<file path="src/hdl/tcr_defs.vh">
`ifndef TCR_DEFS_VH
`define TCR_DEFS_VH

// ****************************************************************
// Two-wire addressing
// ****************************************************************
// Upper six bits of the seven-bit slave address; the address pin
// supplies the lowest bit.
`define TCR_SLAVE_ADDR_HI    6'h30

// ****************************************************************
// Register offsets on the two-wire bus
// ****************************************************************
`define TCR_OFS_REF_CLOCK_DIVIDERS     8'h05
`define TCR_OFS_SYNTH_PUMP_CONFIG      8'h06
`define TCR_OFS_OSCILLATOR_BAND_SELECT 8'h07
`define TCR_OFS_FILTER_CORNER          8'h08
`define TCR_OFS_GAIN_AND_STANDBY       8'h09
`define TCR_OFS_BLOCK_POWER_DOWN       8'h0A
`define TCR_OFS_TEST_MODES             8'h0B

// ****************************************************************
// Reset values
// ****************************************************************
`define TCR_RST_REF_CLOCK_DIVIDERS     8'h04
`define TCR_RST_SYNTH_PUMP_CONFIG      8'hC0
`define TCR_RST_OSCILLATOR_BAND_SELECT 8'hCC
`define TCR_RST_FILTER_CORNER          8'h4B
`define TCR_RST_GAIN_AND_STANDBY       8'h00
`define TCR_RST_BLOCK_POWER_DOWN       8'h00
`define TCR_RST_TEST_MODES             8'h08

// ****************************************************************
// Writable bit masks; cleared bits are don't-care and stored as zero
// ****************************************************************
`define TCR_MSK_REF_CLOCK_DIVIDERS     8'hFF
`define TCR_MSK_SYNTH_PUMP_CONFIG      8'hE0
`define TCR_MSK_OSCILLATOR_BAND_SELECT 8'hFF
`define TCR_MSK_FILTER_CORNER          8'hFF
`define TCR_MSK_GAIN_AND_STANDBY       8'hAF
`define TCR_MSK_BLOCK_POWER_DOWN       8'h7F
`define TCR_MSK_TEST_MODES             8'hEF

// ****************************************************************
// Field positions
// ****************************************************************
`define TCR_XDIV_MSB       7
`define TCR_XDIV_LSB       5
`define TCR_RDIV_MSB       4
`define TCR_RDIV_LSB       0
`define TCR_POSTDIV_BIT    7
`define TCR_PUMPSRC_BIT    6
`define TCR_PUMPLVL_BIT    5
`define TCR_BAND_MSB       7
`define TCR_BAND_LSB       3
`define TCR_AUTOSEL_BIT    2
`define TCR_LATCH_BIT      1
`define TCR_READ_BIT       0
`define TCR_SLEEP_BIT      7
`define TCR_FACTORY_BIT    5
`define TCR_GAIN_MSB       3
`define TCR_GAIN_LSB       0
`define TCR_PD_SYNTH_BIT   6
`define TCR_PD_DIV_BIT     5
`define TCR_PD_OSC_BIT     4
`define TCR_PD_BASE_BIT    3
`define TCR_PD_MIX_BIT     2
`define TCR_PD_RFG_BIT     1
`define TCR_PD_FE_BIT      0
`define TCR_PTST_MSB       7
`define TCR_PTST_LSB       5
`define TCR_FASTLOCK_BIT   3
`define TCR_REFOUT_MSB     2
`define TCR_REFOUT_LSB     0

// ****************************************************************
// Pump test selector codes
// ****************************************************************
`define TCR_PTST_NORMAL    3'h0
`define TCR_PTST_XTAL      3'h1
`define TCR_PTST_BOTH      3'h4
`define TCR_PTST_SRC       3'h5
`define TCR_PTST_SINK      3'h6
`define TCR_PTST_HIZ       3'h7

`endif

</file>
<file path="src/hdl/tcr_twi_rx.v">
`timescale 1ns/1ps
`include "tcr_defs.vh"

// Two-wire write receiver: start/stop detection, byte shifting and
// acknowledge drive. Reads are not acknowledged.
module tcr_twi_rx (
	input  wire       clk_sys,   // System clock.
	input  wire       rst,       // Synchronous reset, active high.
	input  wire       scl_i,     // Serial clock pin level.
	input  wire       sda_i,     // Serial data pin level.
	input  wire       addr_pin,  // Synchronised address select.
	output reg        sda_o,     // Data pin output value, always low.
	output reg        sda_oe,    // Data pin pull-down enable.
	output reg        radr_stb,  // Register address byte taken.
	output reg        data_stb,  // Data byte taken.
	output reg        stop_stb,  // Stop condition seen.
	output reg  [7:0] rx_byte    // Last byte received.
);

	localparam ST_IDLE = 2'h0;
	localparam ST_SADR = 2'h1;
	localparam ST_RADR = 2'h2;
	localparam ST_DATA = 2'h3;

	reg  [2:0] scl_q;
	reg  [2:0] sda_q;
	reg  [1:0] st_q;
	reg  [3:0] cnt_q;
	reg  [7:0] sh_q;
	wire       scl_rise;
	wire       scl_fall;
	wire       start_c;
	wire       stop_c;

	// ****************************************************************
	// Pin synchronisers
	// ****************************************************************
	// Stage 0 feeds only stage 1; edges compare stages 1 and 2.
	always @(posedge clk_sys) begin
		if (rst) begin
			scl_q <= 3'h7;
			sda_q <= 3'h7;
		end else begin
			scl_q <= {scl_q[1:0], scl_i};
			sda_q <= {sda_q[1:0], sda_i};
		end
	end

	assign scl_rise = scl_q[1] & ~scl_q[2];
	assign scl_fall = ~scl_q[1] & scl_q[2];
	assign start_c  = scl_q[1] & scl_q[2] & ~sda_q[1] & sda_q[2];
	assign stop_c   = scl_q[1] & scl_q[2] & sda_q[1] & ~sda_q[2];

	// ****************************************************************
	// Byte engine
	// ****************************************************************
	// The acknowledge is driven from the falling edge after bit eight
	// to the next falling edge, so it is stable across the ninth high.
	always @(posedge clk_sys) begin
		if (rst) begin
			st_q     <= ST_IDLE;
			cnt_q    <= 4'h0;
			sh_q     <= 8'h00;
			sda_o    <= 1'b0;
			sda_oe   <= 1'b0;
			radr_stb <= 1'b0;
			data_stb <= 1'b0;
			stop_stb <= 1'b0;
			rx_byte  <= 8'h00;
		end else begin
			radr_stb <= 1'b0;
			data_stb <= 1'b0;
			stop_stb <= stop_c;
			if (start_c) begin
				st_q   <= ST_SADR;
				cnt_q  <= 4'h0;
				sda_oe <= 1'b0;
			end else if (stop_c) begin
				st_q   <= ST_IDLE;
				cnt_q  <= 4'h0;
				sda_oe <= 1'b0;
			end else if (st_q != ST_IDLE) begin
				if (scl_rise && cnt_q < 4'h8) begin
					sh_q  <= {sh_q[6:0], sda_q[1]};
					cnt_q <= cnt_q + 4'h1;
				end else if (scl_fall && sda_oe) begin
					sda_oe <= 1'b0;
					cnt_q  <= 4'h0;
				end else if (scl_fall && cnt_q == 4'h8) begin
					rx_byte <= sh_q;
					cnt_q   <= 4'h0;
					case (st_q)
						ST_SADR: begin
							if (sh_q == {`TCR_SLAVE_ADDR_HI, addr_pin, 1'b0}) begin
								sda_oe <= 1'b1;
								st_q   <= ST_RADR;
							end else begin
								st_q   <= ST_IDLE;
							end
						end
						ST_RADR: begin
							sda_oe   <= 1'b1;
							radr_stb <= 1'b1;
							st_q     <= ST_DATA;
						end
						ST_DATA: begin
							sda_oe   <= 1'b1;
							data_stb <= 1'b1;
						end
						default: begin
							st_q <= ST_IDLE;
						end
					endcase
				end
			end
		end
	end

endmodule // tcr_twi_rx

</file>
<file path="src/hdl/tcr_decode.v">
`timescale 1ns/1ps
`include "tcr_defs.vh"

// Combinational decode of divider and pump test codes.
module tcr_decode (
	input  wire [2:0] xdiv_code,    // Crystal output divide code.
	input  wire [4:0] rdiv_code,    // Reference divide code.
	input  wire [2:0] ptst_code,    // Pump test selector.
	output wire [3:0] xdiv_ratio,   // Crystal divide ratio.
	output wire [4:0] rdiv_ratio,   // Reference divide ratio.
	output wire       src_en,       // Pump source current enabled.
	output wire       sink_en,      // Pump sink current enabled.
	output wire       xtal_test     // Crystal translator path routed.
);

	// Maps the crystal divide code; code 010 is unlisted and is
	// treated as divide by two.
	function [3:0] xdiv_of;
		input [2:0] c;
		begin
			case (c)
				3'h0:    xdiv_of = 4'h1;
				3'h1:    xdiv_of = 4'h2;
				3'h3:    xdiv_of = 4'h3;
				3'h4:    xdiv_of = 4'h4;
				3'h5:    xdiv_of = 4'h5;
				3'h6:    xdiv_of = 4'h7;
				3'h7:    xdiv_of = 4'h8;
				default: xdiv_of = 4'h2;
			endcase
		end
	endfunction

	assign xdiv_ratio = xdiv_of(xdiv_code);
	// Code zero has no ratio; it is held at divide by one.
	assign rdiv_ratio = (rdiv_code == 5'h00) ? 5'h01 : rdiv_code;
	// Normal mode keeps both pump currents under loop control.
	assign src_en  = (ptst_code == `TCR_PTST_NORMAL) |
	                 (ptst_code == `TCR_PTST_BOTH) |
	                 (ptst_code == `TCR_PTST_SRC);
	assign sink_en = (ptst_code == `TCR_PTST_NORMAL) |
	                 (ptst_code == `TCR_PTST_BOTH) |
	                 (ptst_code == `TCR_PTST_SINK);
	assign xtal_test = (ptst_code == `TCR_PTST_XTAL);

endmodule // tcr_decode

</file>
<file path="src/hdl/tcr_config_regs.v">
// Summary of operation
// - Crystal divide selector in bits 7..5, default 000, codes map to ratios.
// - Reference divide value in bits 4..0, default 00100, 11111 divides by 31.
// - Post-divide select bit 7, default one; zero divides by two.
// - Pump source select bit 6, default one; zero lets bit 5 pick current.
// - Band index bits 7..3, default 11001, manual band or autoselect start.
// - Autoselect enable bit 2, default one; zero means manual band.
// - Converter latch follows bit 1 only while autoselect is off.
// - Converter readback follows bit 0 only while autoselect is off.
// - Filter corner code eight bits, default 01001011.
// - Standby bit 7 stops signal path and synthesizer, crystal side stays.
// - Baseband gain code bits 3..0, default 0000, about 1dB per step.
// - One power-down bit per block, default zero, one shuts it down.
// - Pump test selector decoded into source, sink and translator path.
// - Register address advances after each data byte until stop.
// - Lock indication counts only while fast-lock is one.
`timescale 1ns/1ps
`include "tcr_defs.vh"

module tcr_config_regs (
	input  wire       clk_sys,                 // System clock, 10 MHz.
	input  wire       rst,                     // Synchronous reset.
	input  wire       scl_i,                   // Serial clock pin.
	input  wire       sda_i,                   // Serial data pin in.
	output reg        sda_o,                   // Serial data pin out.
	output reg        sda_oe,                  // Serial data drive enable.
	input  wire       addr_sel_i,              // Address select pin.
	input  wire       lock_raw_i,              // Raw lock detector level.
	output reg  [2:0] crystal_out_divide,      // Crystal divide code.
	output reg  [3:0] xtal_div_ratio,          // Crystal divide ratio.
	output reg  [4:0] ref_div_value,           // Reference divide ratio.
	output reg        osc_post_divide_sel,     // 0 div 2, 1 div 4.
	output reg        pump_current_source_sel, // 1 autoselect owns pump.
	output reg        pump_current_level,      // Stored level bit.
	output reg        pump_high_current,       // Manual 1200uA in force.
	output reg  [4:0] osc_band_index,          // Band index.
	output reg        band_autoselect_en,      // Autoselect enabled.
	output reg        tune_conv_latch_en,      // Converter latch active.
	output reg        tune_conv_read_en,       // Converter readback on.
	output reg  [7:0] filter_corner_code,      // Filter corner code.
	output reg        signal_path_sleep,       // Software standby.
	output reg        factory_off_bit,         // Factory bit as stored.
	output reg  [3:0] baseband_gain_code,      // Baseband gain code.
	output reg        synth_off,               // Synthesizer stopped.
	output reg        divider_off,             // Divider stopped.
	output reg        osc_off,                 // Oscillator stopped.
	output reg        baseband_off,            // Baseband stopped.
	output reg        mixer_off,               // Mixer stopped.
	output reg        rf_gain_stage_off,       // RF gain stage stopped.
	output reg        front_end_off,           // Front end stopped.
	output reg  [2:0] pump_test_sel,           // Pump test selector.
	output reg        pump_src_en,             // Pump source enabled.
	output reg        pump_sink_en,            // Pump sink enabled.
	output reg        xtal_translator_test,    // Translator path test.
	output reg        fast_lock_en,            // Fast lock enabled.
	output reg  [2:0] refout_sel,              // Reference output select.
	output reg        lock_flag                // Qualified lock level.
);

	// ****************************************************************
	// Declarations
	// ****************************************************************
	reg  [1:0] adr_sync_q;
	reg  [1:0] lock_sync_q;
	// Write pointer and the seven stored register images.
	reg  [7:0] ptr_q;
	reg  [7:0] ref_q;
	reg  [7:0] pump_q;
	reg  [7:0] band_q;
	reg  [7:0] filt_q;
	reg  [7:0] gain_q;
	reg  [7:0] pd_q;
	reg  [7:0] test_q;
	// Receiver strobes and decoder results.
	wire       rx_sda_o;
	wire       rx_sda_oe;
	wire       radr_stb;
	wire       data_stb;
	wire [7:0] rx_byte;
	wire [3:0] dec_xdiv;
	wire [4:0] dec_rdiv;
	wire       dec_src;
	wire       dec_sink;
	wire       dec_xtal;
	// Qualifiers shared by several outputs.
	wire       sleep;
	wire       manual_band;

	// Merges a written byte into a register, keeping only live bits.
	// One function keeps the mask rule alike for all seven registers.
	function [7:0] merge;
		input [7:0] wdata;
		input [7:0] mask;
		begin
			merge = wdata & mask;
		end
	endfunction

	// ****************************************************************
	// Pin synchronisers
	// ****************************************************************
	// Address pin and lock level are asynchronous to the system clock.
	// Only the second stage is read by logic, so a metastable first
	// stage never reaches the receiver or the lock qualifier.
	always @(posedge clk_sys) begin
		if (rst) begin
			adr_sync_q  <= 2'h0;
			lock_sync_q <= 2'h0;
		end else begin
			adr_sync_q  <= {adr_sync_q[0], addr_sel_i};
			lock_sync_q <= {lock_sync_q[0], lock_raw_i};
		end
	end

	// ****************************************************************
	// Two-wire receiver
	// ****************************************************************
	// Only writes are decoded; read requests are left unacknowledged.
	tcr_twi_rx u_rx (
		.clk_sys  (clk_sys),
		.rst      (rst),
		.scl_i    (scl_i),
		.sda_i    (sda_i),
		.addr_pin (adr_sync_q[1]),
		.sda_o    (rx_sda_o),
		.sda_oe   (rx_sda_oe),
		.radr_stb (radr_stb),
		.data_stb (data_stb),
		.stop_stb (),
		.rx_byte  (rx_byte)
	);

	// Pin drive is re-registered so the top outputs are flip-flops.
	// The extra stage delays the acknowledge by one clock; even at the
	// fastest bus rate the low phase leaves several clocks of margin.
	always @(posedge clk_sys) begin
		if (rst) begin
			sda_o  <= 1'b0;
			sda_oe <= 1'b0;
		end else begin
			sda_o  <= rx_sda_o;
			sda_oe <= rx_sda_oe;
		end
	end

	// ****************************************************************
	// Register pointer and register file
	// ****************************************************************
	// The pointer loads from the address byte and steps after every
	// data byte; a stop simply ends the strobes, so no clear is needed.
	// Offsets outside the writable range are acknowledged and dropped.
	// The pointer wraps at eight bits, so a long burst walks through
	// the unused offsets and comes back round to the dividers.
	always @(posedge clk_sys) begin
		if (rst) begin
			ptr_q  <= 8'h00;
			ref_q  <= `TCR_RST_REF_CLOCK_DIVIDERS;
			pump_q <= `TCR_RST_SYNTH_PUMP_CONFIG;
			band_q <= `TCR_RST_OSCILLATOR_BAND_SELECT;
			filt_q <= `TCR_RST_FILTER_CORNER;
			gain_q <= `TCR_RST_GAIN_AND_STANDBY;
			pd_q   <= `TCR_RST_BLOCK_POWER_DOWN;
			test_q <= `TCR_RST_TEST_MODES;
		end else if (radr_stb) begin
			ptr_q <= rx_byte;
		end else if (data_stb) begin
			ptr_q <= ptr_q + 8'h01;
			case (ptr_q)
				`TCR_OFS_REF_CLOCK_DIVIDERS: begin
					ref_q <= merge(rx_byte, `TCR_MSK_REF_CLOCK_DIVIDERS);
				end
				`TCR_OFS_SYNTH_PUMP_CONFIG: begin
					pump_q <= merge(rx_byte, `TCR_MSK_SYNTH_PUMP_CONFIG);
				end
				`TCR_OFS_OSCILLATOR_BAND_SELECT: begin
					band_q <= merge(rx_byte,
						`TCR_MSK_OSCILLATOR_BAND_SELECT);
				end
				`TCR_OFS_FILTER_CORNER: begin
					filt_q <= merge(rx_byte, `TCR_MSK_FILTER_CORNER);
				end
				`TCR_OFS_GAIN_AND_STANDBY: begin
					gain_q <= merge(rx_byte, `TCR_MSK_GAIN_AND_STANDBY);
				end
				`TCR_OFS_BLOCK_POWER_DOWN: begin
					pd_q <= merge(rx_byte, `TCR_MSK_BLOCK_POWER_DOWN);
				end
				`TCR_OFS_TEST_MODES: begin
					test_q <= merge(rx_byte, `TCR_MSK_TEST_MODES);
				end
				default: begin
					// Unused offset: the byte is acknowledged and dropped.
					ptr_q <= ptr_q + 8'h01;
				end
			endcase
		end
	end

	// ****************************************************************
	// Field decode
	// ****************************************************************
	tcr_decode u_dec (
		.xdiv_code  (ref_q[`TCR_XDIV_MSB:`TCR_XDIV_LSB]),
		.rdiv_code  (ref_q[`TCR_RDIV_MSB:`TCR_RDIV_LSB]),
		.ptst_code  (test_q[`TCR_PTST_MSB:`TCR_PTST_LSB]),
		.xdiv_ratio (dec_xdiv),
		.rdiv_ratio (dec_rdiv),
		.src_en     (dec_src),
		.sink_en    (dec_sink),
		.xtal_test  (dec_xtal)
	);

	// These qualifiers and the decoder results reach pins only through
	// the output stage, so a code change cannot glitch the analog side.
	assign sleep       = gain_q[`TCR_SLEEP_BIT];
	assign manual_band = ~band_q[`TCR_AUTOSEL_BIT];

	// ****************************************************************
	// Output stage
	// ****************************************************************
	// Every setting leaves through one flip-flop, one cycle after the
	// register changes; the analog side sees no decode glitches.
	// Reset values mirror the register defaults, so the settings seen
	// during reset equal those seen right after it is released.
	always @(posedge clk_sys) begin
		if (rst) begin
			crystal_out_divide      <= 3'h0;
			xtal_div_ratio          <= 4'h1;
			ref_div_value           <= 5'h04;
			osc_post_divide_sel     <= 1'b1;
			pump_current_source_sel <= 1'b1;
			pump_current_level      <= 1'b0;
			pump_high_current       <= 1'b0;
			osc_band_index          <= 5'h19;
			band_autoselect_en      <= 1'b1;
			tune_conv_latch_en      <= 1'b0;
			tune_conv_read_en       <= 1'b0;
			filter_corner_code      <= `TCR_RST_FILTER_CORNER;
			signal_path_sleep       <= 1'b0;
			factory_off_bit         <= 1'b0;
			baseband_gain_code      <= 4'h0;
			synth_off               <= 1'b0;
			divider_off             <= 1'b0;
			osc_off                 <= 1'b0;
			baseband_off            <= 1'b0;
			mixer_off               <= 1'b0;
			rf_gain_stage_off       <= 1'b0;
			front_end_off           <= 1'b0;
			pump_test_sel           <= 3'h0;
			pump_src_en             <= 1'b1;
			pump_sink_en            <= 1'b1;
			xtal_translator_test    <= 1'b0;
			fast_lock_en            <= 1'b1;
			refout_sel              <= 3'h0;
			lock_flag               <= 1'b0;
		end else begin
			// Divider settings and their decoded ratios.
			crystal_out_divide <= ref_q[`TCR_XDIV_MSB:`TCR_XDIV_LSB];
			xtal_div_ratio     <= dec_xdiv;
			ref_div_value      <= dec_rdiv;
			osc_post_divide_sel     <= pump_q[`TCR_POSTDIV_BIT];
			pump_current_source_sel <= pump_q[`TCR_PUMPSRC_BIT];
			pump_current_level      <= pump_q[`TCR_PUMPLVL_BIT];
			// The level bit only matters when autoselect does not own it.
			// The stored level is still exported for the analog side.
			pump_high_current <= ~pump_q[`TCR_PUMPSRC_BIT] &
			                     pump_q[`TCR_PUMPLVL_BIT];
			osc_band_index     <= band_q[`TCR_BAND_MSB:`TCR_BAND_LSB];
			band_autoselect_en <= band_q[`TCR_AUTOSEL_BIT];
			tune_conv_latch_en <= manual_band & band_q[`TCR_LATCH_BIT];
			tune_conv_read_en  <= manual_band & band_q[`TCR_READ_BIT];
			filter_corner_code <= filt_q;
			signal_path_sleep  <= sleep;
			// Stored as written; only zero is a characterised value.
			factory_off_bit    <= gain_q[`TCR_FACTORY_BIT];
			baseband_gain_code <= gain_q[`TCR_GAIN_MSB:`TCR_GAIN_LSB];
			// Standby folds into every synthesizer and signal path block;
			// the crystal and reference output logic is left running.
			// Sleep is kept out of the power-down image, so leaving
			// standby restores exactly the blocks that ran before.
			synth_off         <= pd_q[`TCR_PD_SYNTH_BIT] | sleep;
			divider_off       <= pd_q[`TCR_PD_DIV_BIT] | sleep;
			osc_off           <= pd_q[`TCR_PD_OSC_BIT] | sleep;
			baseband_off      <= pd_q[`TCR_PD_BASE_BIT] | sleep;
			mixer_off         <= pd_q[`TCR_PD_MIX_BIT] | sleep;
			rf_gain_stage_off <= pd_q[`TCR_PD_RFG_BIT] | sleep;
			front_end_off     <= pd_q[`TCR_PD_FE_BIT] | sleep;
			pump_test_sel        <= test_q[`TCR_PTST_MSB:`TCR_PTST_LSB];
			pump_src_en          <= dec_src;
			pump_sink_en         <= dec_sink;
			xtal_translator_test <= dec_xtal;
			fast_lock_en         <= test_q[`TCR_FASTLOCK_BIT];
			refout_sel <= test_q[`TCR_REFOUT_MSB:`TCR_REFOUT_LSB];
			// Without fast lock the detector output is meaningless.
			// A lock level seen while fast lock is off is dropped.
			lock_flag  <= lock_sync_q[1] & test_q[`TCR_FASTLOCK_BIT];
		end
	end

endmodule // tcr_config_regs

</file>
<file path="config.mk">
export PLATFORM = sky130hd
export DESIGN_NAME = tcr_config_regs
export DESIGN_NICKNAME = d
export VERILOG_FILES = /design/src/hdl/tcr_twi_rx.v /design/src/hdl/tcr_decode.v /design/src/hdl/tcr_config_regs.v
export VERILOG_INCLUDE_DIRS = /design/src /design/src/hdl
export SDC_FILE = /design/constraint.sdc
export NUM_CORES = 1
export LEC_CHECK = 0
export BUFFER_PORTS_ARGS = -buffer_cell sky130_fd_sc_hd__buf_2
export CORE_MARGIN = 5
export CORE_UTILIZATION = 55
export DETAILED_ROUTE_END_ITERATION = 8
export HOLD_SLACK_MARGIN = 0.02
export PLACE_DENSITY = 0.76
export SLEW_MARGIN = 25
export SYNTH_ARGS = -nofsm -noshare
export SYNTH_HDL_FRONTEND = slang
export SYNTH_SLANG_ARGS = --single-unit
</file>
<file path="constraint.sdc">
create_clock -name clk_sys -period 5.6 [get_ports clk_sys]
set_clock_uncertainty 0.2 [all_clocks]
set_input_delay 1.68 -clock clk_sys [delete_from_list [all_inputs] [get_ports clk_sys]]
set_output_delay 1.68 -clock clk_sys [all_outputs]
set_load 0.05 [all_outputs]
</file>
Word-level counts from Yosys, hierarchy flattened
Index checks and enable logic that the tools add are counted.

$add $sub $neg: 2. Magnitude comparators: 1. Eq/ne operators: 25. Mux-type cells: 21. Bitwise gates (word level): 35. Reductions and logical operators: 30.

Operators by type and width (count): $eq A8 B4 Y1 const B (4); $eq A8 B3 Y1 const B (3); $pmux W4 S6 (1); $eq A3 B3 Y1 const B (7); $reduce_and A3 Y1 (7); $mux W8 (2); $reduce_and A5 Y1 (3); $not A1 Y1 (14); $mux W4 (3); $ne A3 B1 Y1 const B (4); $reduce_bool A3 Y1 (4); $and A1 B1 Y1 (11); $mux W1 (11); $or A1 B1 Y1 (10); $add A8 B1 Y8 const B (1); $eq A8 B8 Y1 (1); $reduce_or A7 Y1 (1); $logic_not A3 Y1 (2); $pmux W2 S3 (1); $reduce_and A6 Y1 (1); $reduce_bool A2 Y1 (3); $logic_not A5 Y1 (1); $add A4 B1 Y4 const B (1); $eq A2 B2 Y1 const B (2); other kinds (13) (16).

Register bits after elaboration: 147. Output and inout port bits: 58. Word-level logic and storage cells: 165.

Logic depth before layout (Yosys ltp)
Gate-level depths: netlist (run 1).

Depth after elaboration: 9. Gate-level depth with buffers: 8. Depth with buffers taken out: 6.

Modules after synthesis
Synthesis (run 1) repeated with hierarchy kept, for this count alone.

Cells, all modules: 530. Area, all modules: 5311.3 µm².

Modules (own cells, without submodules): tcr_config_regs (times used 1, cells each 371, area each 3882.5 µm², sequential area each 2342.2 µm²); tcr_twi_rx (times used 1, cells each 143, area each 1333.8 µm², sequential area each 640.6 µm²); tcr_decode (times used 1, cells each 16, area each 95.1 µm², sequential area each 0.0 µm²).

Least setup slack after synthesis (run 1)
No wires, ideal clock.

Path type: input to register. Start: input port rst. End: register xtal_div_ratio[1]. Setup time: 0.134 ns. Arrival: 2.461 ns. Data required time: 5.266 ns. Setup slack: 2.805 ns. Cell stages on the path: 4. Buffers on the path: 3. Path through: clkbuf_1 -> clkbuf_1 -> clkbuf_1 -> a211oi_1.

RTL lines: start: declaration (line tcr_config_regs.v:22) `input wire rst,`; end signal: assignment (line tcr_config_regs.v:259) `xtal_div_ratio <= dec_xdiv;`; end: declaration (line tcr_config_regs.v:30) `output reg [3:0] xtal_div_ratio,`.

No word-level cell between the ends.

Final worst setup path (run 1)
Start: register ref_div_value[1]. End: output port ref_div_value[1].

RTL lines: start: declaration (line tcr_config_regs.v:31) `output reg [4:0] ref_div_value,`; start signal: assignment (line tcr_config_regs.v:260) `ref_div_value <= dec_rdiv;`.

No word-level cell between the ends.

==> results of run 1 <==
-- cell usage in the layout, fill, tap and decap left out, drive strengths merged, types with 3 or more instances in the layout --
cell type / netlist / layout
xor2: 4 / 4
o21ai: 12 / 12
a21oi: 34 / 34
nor2: 72 / 72
clkbuf: 18 / 17
mux2i: 26 / 26
and4: 3 / 3
clkinvlp: 0 / 4
inv: 27 / 37
buf: 10 / 65
or2: 12 / 12
dfxtp: 147 / 147
xnor2: 7 / 7
nor2b: 23 / 23
nand4: 9 / 9
o21a: 3 / 3
a21o: 9 / 9
nand2: 26 / 26
ha: 12 / 12
nor4: 4 / 4
nand3: 5 / 5
nand2b: 17 / 17
nor3: 9 / 9
nand3b: 12 / 12
-- logic make-up after synthesis --
kind of cell             after synthesis  synth area share (%)
other                                  1                0.0725
adder cells (fa/ha/maj)               12                  2.90
XOR/XNOR                              11                  1.86
AND/OR/NAND/NOR                      204                  21.3
multiplexers                          26                  5.03
AO/OA/AOI/OAI                         65                  7.28
flip-flops                           147                  56.9
buffers and inverters                 55                  4.67
-- cell type report --
cell class	count	area, um2	share of cell area, %
flip-flops and latches	147	2940	48.6
multi-input cells	319	1990	32.8
clock buffers	17	414	6.84
repair buffers	65	335	5.53
well taps	111	139	2.29
clock inverters	15	136	2.25
inverters	27	101	1.67
-- final timing paths --
path / start / endpoint / cells past startpoint
setup / recovery: ref_div_value[1]$_SDFF_PP0_ / ref_div_value[1] / 1
hold / removal: test_q[7]$_SDFFE_PP0P_ / xtal_translator_test$_SDFF_PP0_ / 1
setup reg to reg: u_rx.st_q[1]$_SDFFE_PP0P_ / u_rx.rx_byte[6]$_SDFFE_PP0P_ / 6
hold reg to reg: test_q[7]$_SDFFE_PP0P_ / xtal_translator_test$_SDFF_PP0_ / 1
-- report_power, final --
part	total, mW	internal (mW)	leakage [nW]	switching, mW
clock	1.03	0.564	0.260	0.468
combinational	0.0304	0.0107	1.14	0.0198
sequential	1.05	1.05	1.19	0.00202
-- flip-flops by register name (all words and copies together) (netlist names), 2 cells and up --
signal / flops
adr_sync_q: 2
pump_q: 3
u_rx.scl_q: 3
crystal_out_divide: 3
u_rx.rx_byte: 8
pd_q: 7
pump_test_sel: 3
ptr_q: 8
filt_q: 8
u_rx.sda_q: 3
u_rx.cnt_q: 4
ref_div_value: 5
u_rx.st_q: 2
u_rx.sh_q: 8
band_q: 8
refout_sel: 3
xtal_div_ratio: 4
lock_sync_q: 2
osc_band_index: 5
filter_corner_code: 8
baseband_gain_code: 4
ref_q: 8
gain_q: 6
test_q: 7
-- per-layer routing --
layer  share of wire [%]  up-vias  global-route usage (%)
met5                   0        -                       0
met2                  49       88                    30.6
li1                    -     1823                       -
met1                  46     1708                    22.8
met4                 1.2        0                    6.67
met3                 4.2       12                    4.82
-- metrics by stage --
stage / cell area [um2] / hold slack, ns / setup WS [ns] / cells / total power, mW
floorplan: 5170 / 0.189 / 2.81 / 521 / 1.10
global placement: 5510 / 0.204 / 2.11 / 669 / 1.10
detailed placement: 5510 / 0.204 / 2.04 / 669 / 1.10
CTS: 6060 / 0.223 / 2.59 / 701 / 2.13
global route: 6060 / 0.226 / 2.58 / 701 / 2.18
finish: 6060 / 0.219 / 2.63 / 701 / 2.11
==> impl_metrics.json, run 1 <==
{
  "layout-drive-gt1-share_pct": 19.3,
  "status": "finished clean",
  "fin_crit_ns": 2.97,
  "wirelength_mm": 9.86,
  "area_delta_synth_final_pct": 17.1,
  "io_pins": 64,
  "critPathCaptureType": "output pin",
  "crit_fanout": 1,
  "rows": 35,
  "postSynthCellCount": 521,
  "max-cap-violations": 0,
  "antenna_found_initial": 0,
  "utilization_pct": 65.9,
  "crit_path_start_kind": "register",
  "die_w_um": 107,
  "slew_headroom_pct": 45.7,
  "cp.required_ns": 3.72,
  "rsz0062_at_grt": "no",
  "ys_seq_area_share_pct": 56.9,
  "rrSetupSlack_ns": 3.19,
  "synth_top_area_cell": "dfxtp_1",
  "clkLatencyLatePin_ns": 0.51,
  "clockBufferDepth": 2,
  "start_util_pct": 56.3,
  "synth_flop_cell": "dfxtp_1",
  "grt_usage_pct": 18.3,
  "cts_setup_buffers": 0,
  "fp.dieH_um": 107,
  "post_drt_wl_per_cell_um": 14.1,
  "slew_viol_final": 0,
  "cts-buffers-inserted": 17,
  "ys_warn_count": 0,
  "drc": 0,
  "htree_num_levels": 4,
  "worstSetupPathType": "register to output pin",
  "vias": 3631,
  "ys_top_cells_by_count": "dfxtp_1, nor2_1, a21oi_1, inv_1",
  "worstMarginPinSlew_ns": 0.812,
  "cts_root_buf": "clkbuf_8",
  "syn-cell-area_mm2": 0.00517,
  "path_cells": "buf_2",
  "synth_top_area_share_pct": 56.9,
  "layout.nets": 595,
  "grt_remaining_overflow": 0,
  "postRouteAntennaNets": 0,
  "n_antenna_cell": 0,
  "synth_area_per_cell_um2": 9.93,
  "powerDensity_mw_per_mm2": 349,
  "cts_resized": 0,
  "yosys-top-cells-area": "dfxtp_1, nor2_1, mux2i_1, a21oi_1, ha_1",
  "p_leak_nw": 2.59,
  "finalSetupTns_ns": 0,
  "grt_max_degree": 69,
  "ys_async_sr_fraction_pct": 0,
  "drt_iter0_drc": 181,
  "crit_slowest_cell": "dfxtp_1",
  "hold_viol": 0,
  "min_path_type": "register to register",
  "cp_top_family": "flip-flops",
  "synth_nets": 539,
  "critical_path_arrival_ns": 1.09,
  "grt_pass1_wl_mm": 16.7,
  "fillers": 725,
  "dpl.hpwl_mm": 6.68,
  "fmaxAchievable_mhz": 336,
  "io_buffers": 62,
  "synth_most_common_cell": "dfxtp_1",
  "cts.sinks": 147,
  "dr.pass1.iters": 5,
  "finalCritPeriodShare_pct": 53.1,
  "gp_congestion": 0.820,
  "irDropWorstVdd_v": 0.000266,
  "critPathBufInv": 1,
  "fp.coreArea_mm2": 0.00920,
  "cts_hold_buf": 0,
  "path_clk_slew_ns": 0.06,
  "max_stage_delay_ns": 0.32,
  "synth_edf_count": 0,
  "die-area_mm2": 0.0114,
  "cts_tree": "done",
  "synth-seq-cells": 147,
  "grt_pass1_vias": 3549,
  "netlist-cell-type-count": 43,
  "setup_viol": 0,
  "post_drt_via_cell_ratio": 5.18
}
Power figures use the tool's default switching activity.
==> run 2, diff against run 1 <==
Clock period 5.6 ns to 3.1 ns, I/O delays scaled along.
==> run 2 against run 1 <==
- count of clock-buffer cells in the layout is the same
- register-to-register slack worse by 2.5 ns
- critical path depth rose by 5
- utilization up 0.69 points
- sequential share of layout area is 0.51 points lower
- die area did not move
- cell count up 0.14%
- flip-flop and latch count stayed put
- power grew 91%
- combinational power is 83% higher
- routed wire length increased by 2.6%
- largest cell class unchanged
- highest routed layer unchanged
==> impl_metrics.json, run 2 (synthesis results as in run 1) <==
{
  "status": "finished clean",
  "max-cap-violations": 0,
  "utilization_pct": 66.6,
  "worstReg2RegStart": "u_rx.st_q[1]$_SDFFE_PP0P_",
  "cts_root_buf": "clkbuf_8",
  "grt_pass1_vias": 3515,
  "slew_headroom_pct": 44.1,
  "critPathCaptureType": "register",
  "cts_resized": 0,
  "finalSetupTns_ns": 0,
  "io_buffers": 62,
  "fillers": 698,
  "layout-drive-gt1-share_pct": 19.5,
  "layout_common_cells": "dfxtp_1, nor2_1, buf_2",
  "whs_path_depth": 1,
  "post_drt_via_cell_ratio": 5.22,
  "startpoint": "u_rx.st_q[1]$_SDFFE_PP0P_",
  "fin_crit_ns": 2.43,
  "drc": 0,
  "whs_ns": 0.208,
  "crit_path_start_kind": "register",
  "fp.coreArea_mm2": 0.00920,
  "final_common_cell": "dfxtp_1",
  "placed_area_mm2": 0.00551,
  "cts_setup_buffers": 0,
  "seq_power_share_pct": 47.2,
  "swShare_pct": 21.4,
  "clockBufferDepth": 2,
  "fp.dieH_um": 107,
  "wirelength_mm": 10.1,
  "n_antenna_cell": 0,
  "start_util_pct": 56.3,
  "vias": 3664,
  "path_clk_slew_ns": 0.07,
  "total_power_mw": 4.03,
  "p_leak_nw": 2.62,
  "switchingPower_mw": 0.863,
  "layout.nets": 596,
  "power.internal_mw": 3.16,
  "path_cells": "inv_1 -> ha_1 -> or3b_1 -> nor3_4 -> mux2i_1 -> nor2_1",
  "grt_max_degree": 47,
  "grt_pass1_wl_mm": 17.2,
  "finalCritPeriodShare_pct": 78.5,
  "worst-r2r-cell-count": 6,
  "power_frac_clock_pct": 51.5,
  "powerDensity_mw_per_mm2": 658,
  "cts_hold_buf": 0,
  "hold_viol": 0,
  "cp.required_ns": 3.30,
  "clkLatencyLatePin_ns": 0.52,
  "drt_iter0_drc": 188,
  "rsz0062_at_grt": "no",
  "cp_top_family": "simple AND/OR/NAND/NOR gates",
  "die-area_mm2": 0.0114,
  "hold_start": "u_rx.sda_q[0]$_SDFF_PP1_",
  "crit_slowest_cell": "nor3_4",
  "cts-buffers-inserted": 17,
  "max_stage_delay_ns": 0.58,
  "worstMarginPinSlew_ns": 0.836,
  "dr.pass1.iters": 5,
  "crit_fanout": 15,
  "setup_viol": 0,
  "fin_area_mm2": 0.00612,
  "io_pins": 64,
  "htree_num_levels": 4,
  "critical_path_arrival_ns": 2.63,
  "r2r-end": "u_rx.rx_byte[6]$_SDFFE_PP0P_",
  "rows": 35,
  "dpl.hpwl_mm": 6.72,
  "irDropWorstVdd_v": 0.000428,
  "slew_viol_final": 0,
  "grt_usage_pct": 18.9,
  "post_drt_wl_per_cell_um": 14.4,
  "grt_remaining_overflow": 0,
  "antenna_found_initial": 0,
  "area_delta_synth_final_pct": 18.3,
  "critPathBufInv": 1,
  "cts.sinks": 147,
  "rrSetupSlack_ns": 0.67,
  "min_path_type": "register to register",
  "gp_congestion": 0.859,
  "die_w_um": 107,
  "worstSetupPathType": "register to register",
  "postRouteAntennaNets": 0,
  "hold_path_end": "u_rx.sda_q[1]$_SDFF_PP1_",
  "combPwrFrac_pct": 1.4,
  "cts_tree": "done",
  "fmaxAchievable_mhz": 411
}
## run 2: changes by cell type in the layout (fill, tap and decap cells not counted)
cell / delta
inv_8: -2
inv_6: -1
buf_2: +1
bufinv_16: +3
## run 2: metal layers
| metal | vias to the layer above | wire (um) | track usage (%) |
|---|---|---|---|
| met5 | - | 0 | 0 |
| met4 | 0 | 170 | 6.12 |
| met3 | 13 | 668 | 5.72 |
| met2 | 105 | 4860 | 30.4 |
| met1 | 1715 | 4430 | 24.4 |
| li1 | 1831 | - | - |
## run 2: layout make-up
| type | count | area (um2) | share of cell area [%] |
|---|---|---|---|
| clock inverters | 15 | 195 | 3.19 |
| repair buffers | 66 | 340 | 5.56 |
| flip-flops and latches | 147 | 2940 | 48.1 |
| clock buffers | 17 | 414 | 6.76 |
| well taps | 111 | 139 | 2.27 |
| inverters | 27 | 101 | 1.66 |
| multi-input cells | 319 | 1990 | 32.5 |
## run 2: worst max-delay path by stage
stage | slack (ns) | cells after the start | to
4_1_cts | 0.66 | 6 | u_rx.rx_byte[0]$_SDFFE_PP0P_
2_1_floorplan | 1.06 | 4 | xtal_div_ratio[1]$_SDFF_PP0_
6_report | 0.67 | 6 | u_rx.rx_byte[6]$_SDFFE_PP0P_
3_3_place_gp | 0.63 | 5 | xtal_div_ratio[3]$_SDFF_PP0_
3_5_place_dp | 0.57 | 5 | xtal_div_ratio[3]$_SDFF_PP0_
5_1_grt | 0.49 | 6 | u_rx.rx_byte[0]$_SDFFE_PP0P_
## run 2: power groups by stage
stage / clock (mW) / sequential (mW) / combinational [mW]
6_report: 2.07 / 1.90 / 0.0557
3_5_place_dp: 0 / 1.94 / 0.0554
4_1_cts: 2.10 / 1.90 / 0.0558
2_1_floorplan: 0 / 1.94 / 0.0423
5_1_grt: 2.20 / 1.90 / 0.0622
3_3_place_gp: 0 / 1.94 / 0.0536
## run 2: metrics by stage
step                      cells  setup slack, ns
final                       702            0.667
after detailed placement    670            0.568
after global routing        702            0.490
after global placement      670            0.632
after CTS                   702            0.662
after floorplan             521             1.06
## run 2: worst reg2reg max path, delay by kind of cell (launching register included)
kind / cells / cell delay (ns)
mux: 1 / 0.26
buf+inv: 1 / 0.11
flops: 1 / 0.40
fa+ha+maj: 1 / 0.22
simple gates: 3 / 1.13
